==> config.mk <==
export PLATFORM = sky130hd
export DESIGN_NAME = tcc_timer
export DESIGN_NICKNAME = d
export VERILOG_FILES = /design/src/core/tcc_capture.v /design/src/core/tcc_timer.v
export VERILOG_INCLUDE_DIRS = /design/src /design/src/core
export SDC_FILE = /design/constraint.sdc
export NUM_CORES = 1
export LEC_CHECK = 0
export ABC_CLOCK_PERIOD_IN_PS = 2300
export BUFFER_PORTS_ARGS = -buffer_cell sky130_fd_sc_hd__buf_2
export CORE_ASPECT_RATIO = 0.6
export CORE_MARGIN = 2
export CORE_UTILIZATION = 53
export DETAILED_ROUTE_END_ITERATION = 8
export GPL_ROUTABILITY_DRIVEN = 0
export MAX_ROUTING_LAYER = met4
export PLACE_DENSITY = 0.76
export SLEW_MARGIN = 40
export SYNTH_ARGS = -nofsm -noshare
export SYNTH_HDL_FRONTEND = slang
export SYNTH_SLANG_ARGS = --single-unit
==> constraint.sdc <==
create_clock -name aclk -period 2.3 [get_ports aclk]
set_clock_uncertainty 0.1 [all_clocks]
set_input_delay 0.345 -clock aclk [delete_from_list [all_inputs] [get_ports aclk]]
set_output_delay 0.345 -clock aclk [all_outputs]
set_load 0.01 [all_outputs]
==> src/core/tcc_defines.vh <==
`ifndef TCC_DEFINES_VH
`define TCC_DEFINES_VH

// ==========================================
// Register byte offsets
`define TCC_OFS_CTRL1 8'h00
`define TCC_OFS_MODE 8'h04
`define TCC_OFS_CTRL2 8'h08
`define TCC_OFS_STAT 8'h0c
`define TCC_OFS_CNT 8'h10
`define TCC_OFS_GRA 8'h14
`define TCC_OFS_GRB 8'h18
`define TCC_OFS_GRC 8'h1c
`define TCC_OFS_GRD 8'h20

// ==========================================
// Field positions
`define TCC_C1_SRC_LSB 0
`define TCC_C1_SRC_MSB 2
`define TCC_C1_CLRA_BIT 7
`define TCC_MD_RUN_BIT 0
`define TCC_MD_PWM_MODE_TWO_BIT 1
`define TCC_C2_STOP_BIT 0
`define TCC_C2_FILT_BIT 1
`define TCC_C2_CAPEN_LSB 4
`define TCC_C2_CAPEN_MSB 7
`define TCC_ST_CAP_LSB 0
`define TCC_ST_CAP_MSB 3
`define TCC_ST_CMPA_BIT 4

// ==========================================
// Reset values and codes
`define TCC_RST_CTRL1 8'h00
`define TCC_RST_MODE 2'h0
`define TCC_RST_CTRL2 8'h00
`define TCC_RST_STAT 5'h00
`define TCC_RST_CNT 16'h0000
`define TCC_RST_GR 16'hffff
`define TCC_SRC_OSC40 3'h6
`define TCC_SRC_FAST 3'h7
`define TCC_SRC_BUS 3'h0
`define TCC_RESP_OKAY 2'h0
`define TCC_RESP_SLVERR 2'h2
`define TCC_FILT_ONES 3'h7
`define TCC_FILT_ZEROS 3'h0

`endif

==> src/core/tcc_capture.v <==
`timescale 1ns/10ps
`include "tcc_defines.vh"

module tcc_capture (
  // Clock and reset
  input wire aclk,
  input wire aresetn,
  // Pin and filter control
  input wire pin,
  input wire filt_en,
  input wire filt_tick,
  // Capture request
  output wire edge_pulse
);

  reg smp_ff;
  reg [2:0] hist_ff;
  reg lvl_ff;
  reg prev_ff;
  wire cur_lvl;

  // ==========================================
  // Sampling and optional filter
  // Pin is synchronous to aclk, so one sampling stage suffices
  always @(posedge aclk) begin
    if (!aresetn) begin
      smp_ff <= 1'b0;
      hist_ff <= `TCC_FILT_ZEROS;
      lvl_ff <= 1'b0;
      prev_ff <= 1'b0;
    end else begin
      smp_ff <= pin;
      if (filt_tick) begin
        hist_ff <= {hist_ff[1:0], smp_ff};
        // Level changes only after three equal samples
        if (hist_ff == `TCC_FILT_ONES) begin
          lvl_ff <= 1'b1;
        end else if (hist_ff == `TCC_FILT_ZEROS) begin
          lvl_ff <= 1'b0;
        end
      end
      prev_ff <= cur_lvl;
    end
  end

  assign cur_lvl = filt_en ? lvl_ff : smp_ff;
  assign edge_pulse = cur_lvl & ~prev_ff;

endmodule

==> src/core/tcc_timer.v <==
`timescale 1ns/10ps
`include "tcc_defines.vh"

// Function
// - Compare match A clears counter when enabled
// - Clear beats simultaneous software counter write
// - Code 111 selects fast oscillator source
// - Capture copies counter one or two cycles after a pin edge with the filter off
// - Four capture channels with own registers
// - PWM_MODE_TWO stop-on-compare halts count at match
// - Code 110 selects 40MHz oscillator source
// - Run bit starts and stops counter

module tcc_timer #(
  parameter FILT_DIV = 4,
  parameter CNT_W = 16
) (
  // Clock and reset
  input wire aclk,
  input wire aresetn,
  // AXI4-Lite write address
  input wire [7:0] s_axi_awaddr,
  input wire s_axi_awvalid,
  output wire s_axi_awready,
  // AXI4-Lite write data
  input wire [31:0] s_axi_wdata,
  input wire [3:0] s_axi_wstrb,
  input wire s_axi_wvalid,
  output wire s_axi_wready,
  // AXI4-Lite write response
  output wire [1:0] s_axi_bresp,
  output wire s_axi_bvalid,
  input wire s_axi_bready,
  // AXI4-Lite read address
  input wire [7:0] s_axi_araddr,
  input wire s_axi_arvalid,
  output wire s_axi_arready,
  // AXI4-Lite read data
  output wire [31:0] s_axi_rdata,
  output wire [1:0] s_axi_rresp,
  output wire s_axi_rvalid,
  input wire s_axi_rready,
  // Count sources, levels sampled on aclk
  input wire [4:0] aux_src,
  input wire osc_40mhz_clock,
  input wire fast_osc_clock,
  // Capture pins A to D
  input wire [3:0] capture_pin
);

  // ==========================================
  // Byte-lane merge
  function [31:0] merge;
    input [31:0] old_v;
    input [31:0] new_v;
    input [3:0] strb;
    integer i;
    begin
      merge = old_v;
      for (i = 0; i < 4; i = i + 1) begin
        if (strb[i]) begin
          merge[i*8 +: 8] = new_v[i*8 +: 8];
        end
      end
    end
  endfunction

  // ==========================================
  // Bus slave state
  reg awready_ff, wready_ff, bvalid_ff, arready_ff, rvalid_ff;
  reg [1:0] bresp_ff, rresp_ff;
  reg [31:0] rdata_ff;
  reg aw_held_ff, w_held_ff;
  reg [7:0] awaddr_ff;
  reg [31:0] wdata_ff;
  reg [3:0] wstrb_ff;

  // Registers
  reg [7:0] ctrl1_ff;
  reg [1:0] mode_ff;
  reg [7:0] ctrl2_ff;
  reg [4:0] stat_ff;
  reg [CNT_W-1:0] cnt_ff;
  reg [CNT_W-1:0] gr_ff [0:3];
  reg [7:0] src_prev_ff;
  reg [7:0] fdiv_ff;

  reg [CNT_W-1:0] nxt_cnt;
  reg [1:0] nxt_mode;
  reg [4:0] nxt_stat;
  reg [31:0] rd_val;
  reg rd_ok;
  reg [31:0] wr_old;
  reg wr_ok;

  wire wr_go = aw_held_ff & w_held_ff & ~bvalid_ff;
  wire [31:0] wr_val;
  wire [7:0] src_vec = {fast_osc_clock, osc_40mhz_clock, aux_src, 1'b1};
  wire [2:0] src_sel = ctrl1_ff[`TCC_C1_SRC_MSB:`TCC_C1_SRC_LSB];
  wire tick;
  wire match_a = (cnt_ff == gr_ff[0]);
  wire running = mode_ff[`TCC_MD_RUN_BIT];
  wire clr_a = ctrl1_ff[`TCC_C1_CLRA_BIT];
  wire pwm_mode_two_stop = mode_ff[`TCC_MD_PWM_MODE_TWO_BIT] & ctrl2_ff[`TCC_C2_STOP_BIT];
  wire step = running & tick;
  wire do_clear = step & match_a & clr_a;
  wire do_stop = step & match_a & pwm_mode_two_stop;
  wire filt_tick = (fdiv_ff == 8'h00);
  wire [3:0] cap_edge;
  wire [3:0] cap_en = ctrl2_ff[`TCC_C2_CAPEN_MSB:`TCC_C2_CAPEN_LSB];
  wire [3:0] cap_hit = cap_edge & cap_en;
  wire [7:0] fdiv_last = FILT_DIV[7:0] - 8'h01;

  // ==========================================
  // Count source edge selection
  // Code 0 counts every aclk; 110 and 111 pick the oscillators
  assign tick = (src_sel == `TCC_SRC_BUS) ? 1'b1 :
                (src_vec[src_sel] & ~src_prev_ff[src_sel]);

  always @(posedge aclk) begin
    if (!aresetn) begin
      src_prev_ff <= 8'h00;
      fdiv_ff <= 8'h00;
    end else begin
      src_prev_ff <= src_vec;
      fdiv_ff <= filt_tick ? fdiv_last : fdiv_ff - 8'h01;
    end
  end

  // ==========================================
  // Capture channels
  genvar g;
  generate
    for (g = 0; g < 4; g = g + 1) begin : g_cap
      tcc_capture u_cap (
        .aclk(aclk),
        .aresetn(aresetn),
        .pin(capture_pin[g]),
        .filt_en(ctrl2_ff[`TCC_C2_FILT_BIT]),
        .filt_tick(filt_tick),
        .edge_pulse(cap_edge[g])
      );
    end
  endgenerate

  // ==========================================
  // Read mux
  always @* begin
    rd_ok = 1'b1;
    rd_val = 32'h00000000;
    case (s_axi_araddr)
      `TCC_OFS_CTRL1: rd_val = {24'h000000, ctrl1_ff};
      `TCC_OFS_MODE: rd_val = {30'h00000000, mode_ff};
      `TCC_OFS_CTRL2: rd_val = {24'h000000, ctrl2_ff};
      `TCC_OFS_STAT: rd_val = {27'h0000000, stat_ff};
      `TCC_OFS_CNT: rd_val = {16'h0000, cnt_ff};
      `TCC_OFS_GRA: rd_val = {16'h0000, gr_ff[0]};
      `TCC_OFS_GRB: rd_val = {16'h0000, gr_ff[1]};
      `TCC_OFS_GRC: rd_val = {16'h0000, gr_ff[2]};
      `TCC_OFS_GRD: rd_val = {16'h0000, gr_ff[3]};
      default: rd_ok = 1'b0;
    endcase
  end

  // Old contents of the write target (all ones for STAT), for byte-lane merge
  always @* begin
    wr_ok = 1'b1;
    wr_old = 32'h00000000;
    case (awaddr_ff)
      `TCC_OFS_CTRL1: wr_old = {24'h000000, ctrl1_ff};
      `TCC_OFS_MODE: wr_old = {30'h00000000, mode_ff};
      `TCC_OFS_CTRL2: wr_old = {24'h000000, ctrl2_ff};
      `TCC_OFS_STAT: wr_old = 32'hffffffff;
      `TCC_OFS_CNT: wr_old = {16'h0000, cnt_ff};
      `TCC_OFS_GRA: wr_old = {16'h0000, gr_ff[0]};
      `TCC_OFS_GRB: wr_old = {16'h0000, gr_ff[1]};
      `TCC_OFS_GRC: wr_old = {16'h0000, gr_ff[2]};
      `TCC_OFS_GRD: wr_old = {16'h0000, gr_ff[3]};
      default: wr_ok = 1'b0;
    endcase
  end

  assign wr_val = merge(wr_old, wdata_ff, wstrb_ff);

  // ==========================================
  // Counter, mode and status next values
  always @* begin
    nxt_cnt = cnt_ff;
    if (step) begin
      if (match_a & pwm_mode_two_stop) begin
        nxt_cnt = cnt_ff;
      end else begin
        nxt_cnt = cnt_ff + 1'b1;
      end
    end
    if (wr_go && awaddr_ff == `TCC_OFS_CNT) begin
      nxt_cnt = wr_val[CNT_W-1:0];
    end
    // Clear overrides a write landing in the same cycle
    if (do_clear) begin
      nxt_cnt = `TCC_RST_CNT;
    end
  end

  always @* begin
    nxt_mode = mode_ff;
    if (wr_go && awaddr_ff == `TCC_OFS_MODE) begin
      nxt_mode = wr_val[1:0];
    end
    // Hardware stop wins over a colliding mode write
    if (do_stop) begin
      nxt_mode[`TCC_MD_RUN_BIT] = 1'b0;
    end
  end

  // Status bits clear on writing 0; a new event in the same cycle wins
  always @* begin
    nxt_stat = stat_ff;
    if (wr_go && awaddr_ff == `TCC_OFS_STAT) begin
      nxt_stat = stat_ff & wr_val[4:0];
    end
    nxt_stat[`TCC_ST_CAP_MSB:`TCC_ST_CAP_LSB] = nxt_stat[`TCC_ST_CAP_MSB:`TCC_ST_CAP_LSB] | cap_hit;
    nxt_stat[`TCC_ST_CMPA_BIT] = nxt_stat[`TCC_ST_CMPA_BIT] | (step & match_a);
  end

  // ==========================================
  // Register file
  integer k;
  always @(posedge aclk) begin
    if (!aresetn) begin
      ctrl1_ff <= `TCC_RST_CTRL1;
      mode_ff <= `TCC_RST_MODE;
      ctrl2_ff <= `TCC_RST_CTRL2;
      stat_ff <= `TCC_RST_STAT;
      cnt_ff <= `TCC_RST_CNT;
      for (k = 0; k < 4; k = k + 1) begin
        gr_ff[k] <= `TCC_RST_GR;
      end
    end else begin
      cnt_ff <= nxt_cnt;
      mode_ff <= nxt_mode;
      stat_ff <= nxt_stat;
      if (wr_go && awaddr_ff == `TCC_OFS_CTRL1) begin
        ctrl1_ff <= wr_val[7:0];
      end
      if (wr_go && awaddr_ff == `TCC_OFS_CTRL2) begin
        ctrl2_ff <= wr_val[7:0];
      end
      for (k = 0; k < 4; k = k + 1) begin
        // Capture takes the counter one cycle after the sampled edge
        if (cap_hit[k]) begin
          gr_ff[k] <= cnt_ff;
        end else if (wr_go && awaddr_ff == (`TCC_OFS_GRA + k[7:0] * 8'h04)) begin
          gr_ff[k] <= wr_val[CNT_W-1:0];
        end
      end
    end
  end

  // ==========================================
  // AXI4-Lite handshakes, one write and one read in flight
  always @(posedge aclk) begin
    if (!aresetn) begin
      awready_ff <= 1'b1;
      wready_ff <= 1'b1;
      bvalid_ff <= 1'b0;
      bresp_ff <= `TCC_RESP_OKAY;
      aw_held_ff <= 1'b0;
      w_held_ff <= 1'b0;
      awaddr_ff <= 8'h00;
      wdata_ff <= 32'h00000000;
      wstrb_ff <= 4'h0;
      arready_ff <= 1'b1;
      rvalid_ff <= 1'b0;
      rresp_ff <= `TCC_RESP_OKAY;
      rdata_ff <= 32'h00000000;
    end else begin
      if (s_axi_awvalid && awready_ff) begin
        awready_ff <= 1'b0;
        aw_held_ff <= 1'b1;
        awaddr_ff <= s_axi_awaddr;
      end
      if (s_axi_wvalid && wready_ff) begin
        wready_ff <= 1'b0;
        w_held_ff <= 1'b1;
        wdata_ff <= s_axi_wdata;
        wstrb_ff <= s_axi_wstrb;
      end
      if (wr_go) begin
        aw_held_ff <= 1'b0;
        w_held_ff <= 1'b0;
        bvalid_ff <= 1'b1;
        bresp_ff <= wr_ok ? `TCC_RESP_OKAY : `TCC_RESP_SLVERR;
      end
      if (bvalid_ff && s_axi_bready) begin
        bvalid_ff <= 1'b0;
        awready_ff <= 1'b1;
        wready_ff <= 1'b1;
      end
      if (s_axi_arvalid && arready_ff) begin
        arready_ff <= 1'b0;
        rvalid_ff <= 1'b1;
        rdata_ff <= rd_val;
        rresp_ff <= rd_ok ? `TCC_RESP_OKAY : `TCC_RESP_SLVERR;
      end
      if (rvalid_ff && s_axi_rready) begin
        rvalid_ff <= 1'b0;
        arready_ff <= 1'b1;
      end
    end
  end

  assign s_axi_awready = awready_ff;
  assign s_axi_wready = wready_ff;
  assign s_axi_bvalid = bvalid_ff;
  assign s_axi_bresp = bresp_ff;
  assign s_axi_arready = arready_ff;
  assign s_axi_rvalid = rvalid_ff;
  assign s_axi_rresp = rresp_ff;
  assign s_axi_rdata = rdata_ff;

endmodule

; ---- Word-level counts from Yosys, hierarchy flattened
; Memory sizes are Yosys's and may differ from the RTL's.
; Cells that the tools add are included.
[classes]
mux = 68
magnitude_cmp = 1
n_reduce_logical = 40
n_eq_ne = 22
bitwise = 32
add_sub_neg = 2
[ops]
columns = cell, n
row1 = 16-bit case mux with 9 select lines, 2
row2 = 16-bit two-way mux, 11
row3 = "8-bit by 5-bit equality test with 1-bit output, second input constant", 8
row4 = 1-bit two-way mux, 47
row5 = "8-bit by 4-bit equality test with 1-bit output, second input constant", 4
row6 = 8-bit zero test, 3
row7 = 9-bit OR reduction, 2
row8 = "16-bit by 1-bit adder with 16-bit output, second input constant", 1
row9 = 16-bit equality test, 1
row10 = "8-bit by 3-bit equality test with 1-bit output, second input constant", 2
row11 = "8-bit by 6-bit equality test with 1-bit output, second input constant", 2
row12 = 8-bit two-way mux, 2
row13 = 3-bit zero test, 5
row14 = 1-bit logical AND, 14
row15 = 1-bit AND, 13
row16 = "3-bit equality test, second input constant", 4
row17 = 2-bit OR reduction, 6
row18 = 2-bit AND reduction, 5
row19 = 2-bit nonzero test, 5
row20 = 1-bit bitwise OR, 9
row21 = "8-bit by 1-bit subtractor with 8-bit output, second input constant", 1
row22 = 1-bit NOT, 7
row23 = 1-bit binary-select mux with 3-bit select, 2
row24 = 2-bit two-way mux, 3
row25 = 6 further kinds, 6
[totals]
ff_bits = 148
wordCells = 205
output_inout_bits = 41
n_memories = 1
mem_bits_rw = 64
input_bits = 70
[memory_table]
columns = name, depth, width, rd, rd_ports_with_merged_regs, write_ports, line
row1 = gr_ff, 4, 16, 4, 0, 4, tcc_timer.v:84  ; reg [CNT_W-1:0] gr_ff [0:3];

; ---- Depth between registers and ports, before layout
[depth]
ltp_word = 9
mapped_depth = 10
mapped_depth_nobuf = 7

; ---- By module
; Synthesis repeated with hierarchy kept, for this count alone.
[hier_totals]
hier_cells = 1067
area_unflattened_um2 = 9908.3
[modules_own_cells]
columns = module, cells_each, area_per_inst_um2, seq_area_each_um2, n_inst
row1 = tcc_timer, 983, 8917.3, 4023.9, 1
row2 = tcc_capture, 21, 247.7, 120.1, 4

; ---- Worst setup path before layout
; OpenSTA, ideal clock, no wires.
[synth_path]
path_type = reg2reg
from = register awaddr_ff[0]
to = memory gr_ff[3][0] (enable)
stages_incl_launch_ff = 4
path_buffers = 0
setup_slack_ns = -0.075
arrival_time_ns = 1.880
setup_time_ns = 0.394
t_required_ns = 1.806
cell_sequence = dfxtp_1 -> nor4_4 -> nand2_1 -> o211ai_1
[synth_rtl]
columns = element, line
row1 = "start, declared", tcc_timer.v:74  ; reg [7:0] awaddr_ff;
row2 = "start signal, assigned", tcc_timer.v:281  ; awaddr_ff <= s_axi_awaddr;
row3 = "end, declared", tcc_timer.v:84

; ---- Final worst setup path
[layout_path]
from = register awaddr_ff[0]
to = register ctrl1_ff[2]
[layout_via]
elab_chain_cells = 3
elab_cells_between_ends = 12
classes_between = eq/ne: 8 / mux: 2 / reduce/logical: 2
[layout_lines]
columns = element, line
row1 = "8-bit by 6-bit equality test with 1-bit output, or another cell as far along", tcc_timer.v:169  ; case (awaddr_ff)
row2 = 16-bit case mux with 9 select lines, tcc_timer.v:169
row3 = 8-bit two-way mux, tcc_timer.v:61  ; if (strb[i]) begin
row4 = "end signal, assigned", tcc_timer.v:231  ; ctrl1_ff <= `TCC_RST_CTRL1;
row5 = "end signal, assigned", tcc_timer.v:244  ; ctrl1_ff <= wr_val[7:0];
row6 = "end, declared", tcc_timer.v:79  ; reg [7:0] ctrl1_ff;
; Several ways; a longest one is shown, not always the timed one.
; A chain may end at the register's enable or synchronous reset.

==> reports/metrics.csv <==
metric,value,unit
outcome,"finished, violations left",
violations,"design-rule violations, negative setup slack",
cp.required,2.57,ns
crit_top_cell,buf_6,
antenna_found_initial,0,
synth.avg_cell_area,8.88,um2
synth_warnings,0,
fin_tns_setup,-2.03,ns
powerDensity,648,mW/mm2
io-pin-count,111,
ir_drop,0.529,mV
start_util,54.6,%
drive_gt1_share,30.0,%
power_frac_comb,18.1,%
cp_slowest_stage_delay,0.37,ns
wl_per_cell,23.9,um
fin_crit_sh,105,%
reg2reg_depth,10,
drc_errors,21,
cts_tree,yes,
reg2reg_from,awaddr_ff[0],
die_width,181,um
clockPowerShare,36.8,%
cts_buffers,17,
p_leak,4.81,nW
intPower,5.89,mW
syn_to_final_growth,29.1,%
finalWorstSetupSlack,-0.111,ns
rsz0062_at_grt,true,
grt_usage,36.3,%
crit_fanout,7,
r2r-end,ctrl1_ff[2],
fmaxAchievable,415,MHz
core_area,0.0183,mm2
cts.sinks,193,
grt_max_degree,51,
rows,38,
ant_nets,0,
netlist_area,0.00997,mm2
worstSetupStartpointType,flop,
ys_ff_latch,193,
clkTransAtPathRegs,0.07,ns
worstPathCellList,buf_6 > nor4b_4 > buf_4 > a22oi_2 > o22ai_2 > a21oi_2 > o21ai_4 > buf_6 > clkinvlp_4 > a211oi_2,
vias,10200,
switching_share,29.4,%
setup_viol,46,
cp_data_arrival_time,2.68,ns
synth_common_cells,"a21oi_1 (139), nor2_1 (138), dfxtp_1 (129), nand2_1 (112), edfxtp_1 (64)",
r2r_slack,-0.11,ns
drtIter0Drc,1893,
maxSlewViolCount,0,
hold_ws,0.00539,ns
finalWirelength,37300,um
synth_cell_types,74,
cts_max_level,4,
grt-ovfl-total,0,
slowest_stage,dfxtp_4,
max_slew_margin,40.5,%
hp-class,in2reg,
floorplan.die_area,0.0200,mm2
worstHoldStart,s_axi_wvalid,
via_per_inst,6.57,
antenna_cells,0,
min_period,2.41,ns
netlist_instances,1123,
grt_first_pass_wirelength,52000,um
clockRootBuffer,clkbuf_16,
hold_end,s_axi_wready,
ys_seq_area_share,45.2,%
cp.buffers_inverters,4,
synth_top_area_cell,dfxtp_1,
grt_pass1_vias,8902,
crit_type,reg2reg,
synth_area_leaders,"dfxtp_1 (26%), edfxtp_1 (19%), a21oi_1 (7.0%)",
synth-main-ff-cell,dfxtp_1,
synth_top_area_share,25.9,%
worst_pin_slew,0.892,ns
nets,1380,
cpLargestDelayFamily,compound AO/OA/AOI/OAI gates,
insertion_delay,0.46,ns
post-dp-hpwl,24800,um
async_flop_share,0,%
synthMostInstantiatedCell,a21oi_1,
cts_buffer_depth,2,
power_frac_seq,45.1,%
end_kind,flop,
numPortBuffers,74,
min_path_cells,2,
power_switching,2.45,mW
synth_edf_count,64,
drtPass1Iterations,9,
num-fill-cells,1345,
chipHeight,110,um
hold_viol_final,0,
maxCapViolCount,0,
## state kept, by name, indices dropped and copies added, names as in the netlist, 2 cells and up
signal / count
awaddr_ff: 8
cnt_ff: 16
ctrl1_ff: 8
ctrl2_ff: 8
fdiv_ff: 8
g_cap.u_cap.hist_ff: 12
g_cap.u_cap.lvl_ff: 4
g_cap.u_cap.prev_ff: 4
g_cap.u_cap.smp_ff: 4
gr_ff: 64
mode_ff: 2
s_axi_rdata: 16
src_prev_ff: 7
stat_ff: 5
wdata_ff: 16
wstrb_ff: 2
## power by group through the flow
stage          combinational [mW]  clock [mW]  sequential [mW]
6_report                     1.51        3.07             3.76
3_3_place_gp                 1.21           0             3.82
2_1_floorplan               0.754           0             3.80
4_1_cts                      1.30        3.08             3.75
3_5_place_dp                 1.24           0             3.83
5_1_grt                      1.58        3.24             3.78
## stage by stage
step	worst slack [ns]	utilization, %	instance area, um2	cells	total power [mW]
after CTS	0.00100	66.9	12200	1535	8.14
after global routing	-0.157	70.5	12900	1560	8.60
final	-0.111	70.5	12900	1560	8.34
after global placement	-0.289	62.1	11300	1491	5.04
after detailed placement	-0.315	62.1	11300	1491	5.07
after floorplan	-0.0354	-	10100	1140	4.56
## worst reg2reg max path, delay by kind of cell, from the launching register on
kind	cells	cell delay (ns)
compound gates	5	0.81
buf+inv	4	0.73
flops	1	0.37
simple gates	1	0.34
## placed cells by master, fill, tap and decap left out, types with 6 or more instances in the layout
cell and count:
nand3_1 24, nand2b_1 7, xor2_1 14, a21oi_2 16
a31oi_1 6, mux2i_1 22, o221ai_1 8, xnor2_1 20
a211oi_1 17, or3_4 6, buf_2 74, dfxtp_1 119
o21a_1 8, dfxtp_4 6, buf_4 124, inv_1 15
conb_1 18, and2_1 27, nor3_1 8, nor2_1 134
nand2_1 106, o21ai_0 45, buf_6 26, a22oi_1 33
buf_12 12, edfxtp_1 64, a221oi_1 15, a21oi_1 123
o21ai_1 9, a22oi_2 10, clkbuf_16 19, and3_1 13
nand4_1 13, a211oi_2 11
## timing repair
item,in CTS,in global routing
buffers inserted,10,22
hold buffers,3,0
endpoints found under the setup margin,109,148
pin swaps,18,47
resized for setup,37,111
gates cloned,0,3
hold endpoints to repair,3,0
## per-layer routing
layer,track usage (%),vias up,share of wire [%]
li1,-,4421,-
met1,47.9,4713,39
met2,46.2,898,37
met3,20.0,216,19
met4,11.9,0,4.7
met5,-,-,0
## cell type report
| type | count | area [um2] | area share, % |
|---|---|---|---|
| Multi-Input combinational cell | 831 | 5390 | 41.8 |
| Sequential cell | 193 | 4530 | 35.2 |
| Timing Repair Buffer | 246 | 1970 | 15.3 |
| Clock buffer | 19 | 464 | 3.61 |
| Tap cell | 240 | 300 | 2.33 |
| Clock inverter | 13 | 140 | 1.09 |
| Inverter | 18 | 75.1 | 0.583 |
## cells by family after synthesis
| group | Yosys count | share of synthesized area [%] |
|---|---|---|
| AND/OR/NAND/NOR | 392 | 19.6 |
| flip-flops | 193 | 45.2 |
| adder cells (fa/ha/maj) | 3 | 0.376 |
| XOR/XNOR | 36 | 3.16 |
| buffers and inverters | 117 | 5.95 |
| other | 1 | 0.0376 |
| multiplexers | 30 | 3.23 |
| AO/OA/AOI/OAI | 351 | 22.5 |
## worst max-delay path by stage
stage / start / end / cells past startpoint
floorplan: awaddr_ff[3] / gr_ff[3][0] / 4
global placement: awaddr_ff[0] / gr_ff[3][2] / 9
detailed placement: awaddr_ff[0] / gr_ff[2][2] / 9
CTS: ctrl1_ff[0] / cnt_ff[9] / 8
global route: awaddr_ff[2] / ctrl2_ff[0] / 11
finish: awaddr_ff[0] / ctrl1_ff[2] / 10
No activity file was read; power rests on OpenSTA's default activity.
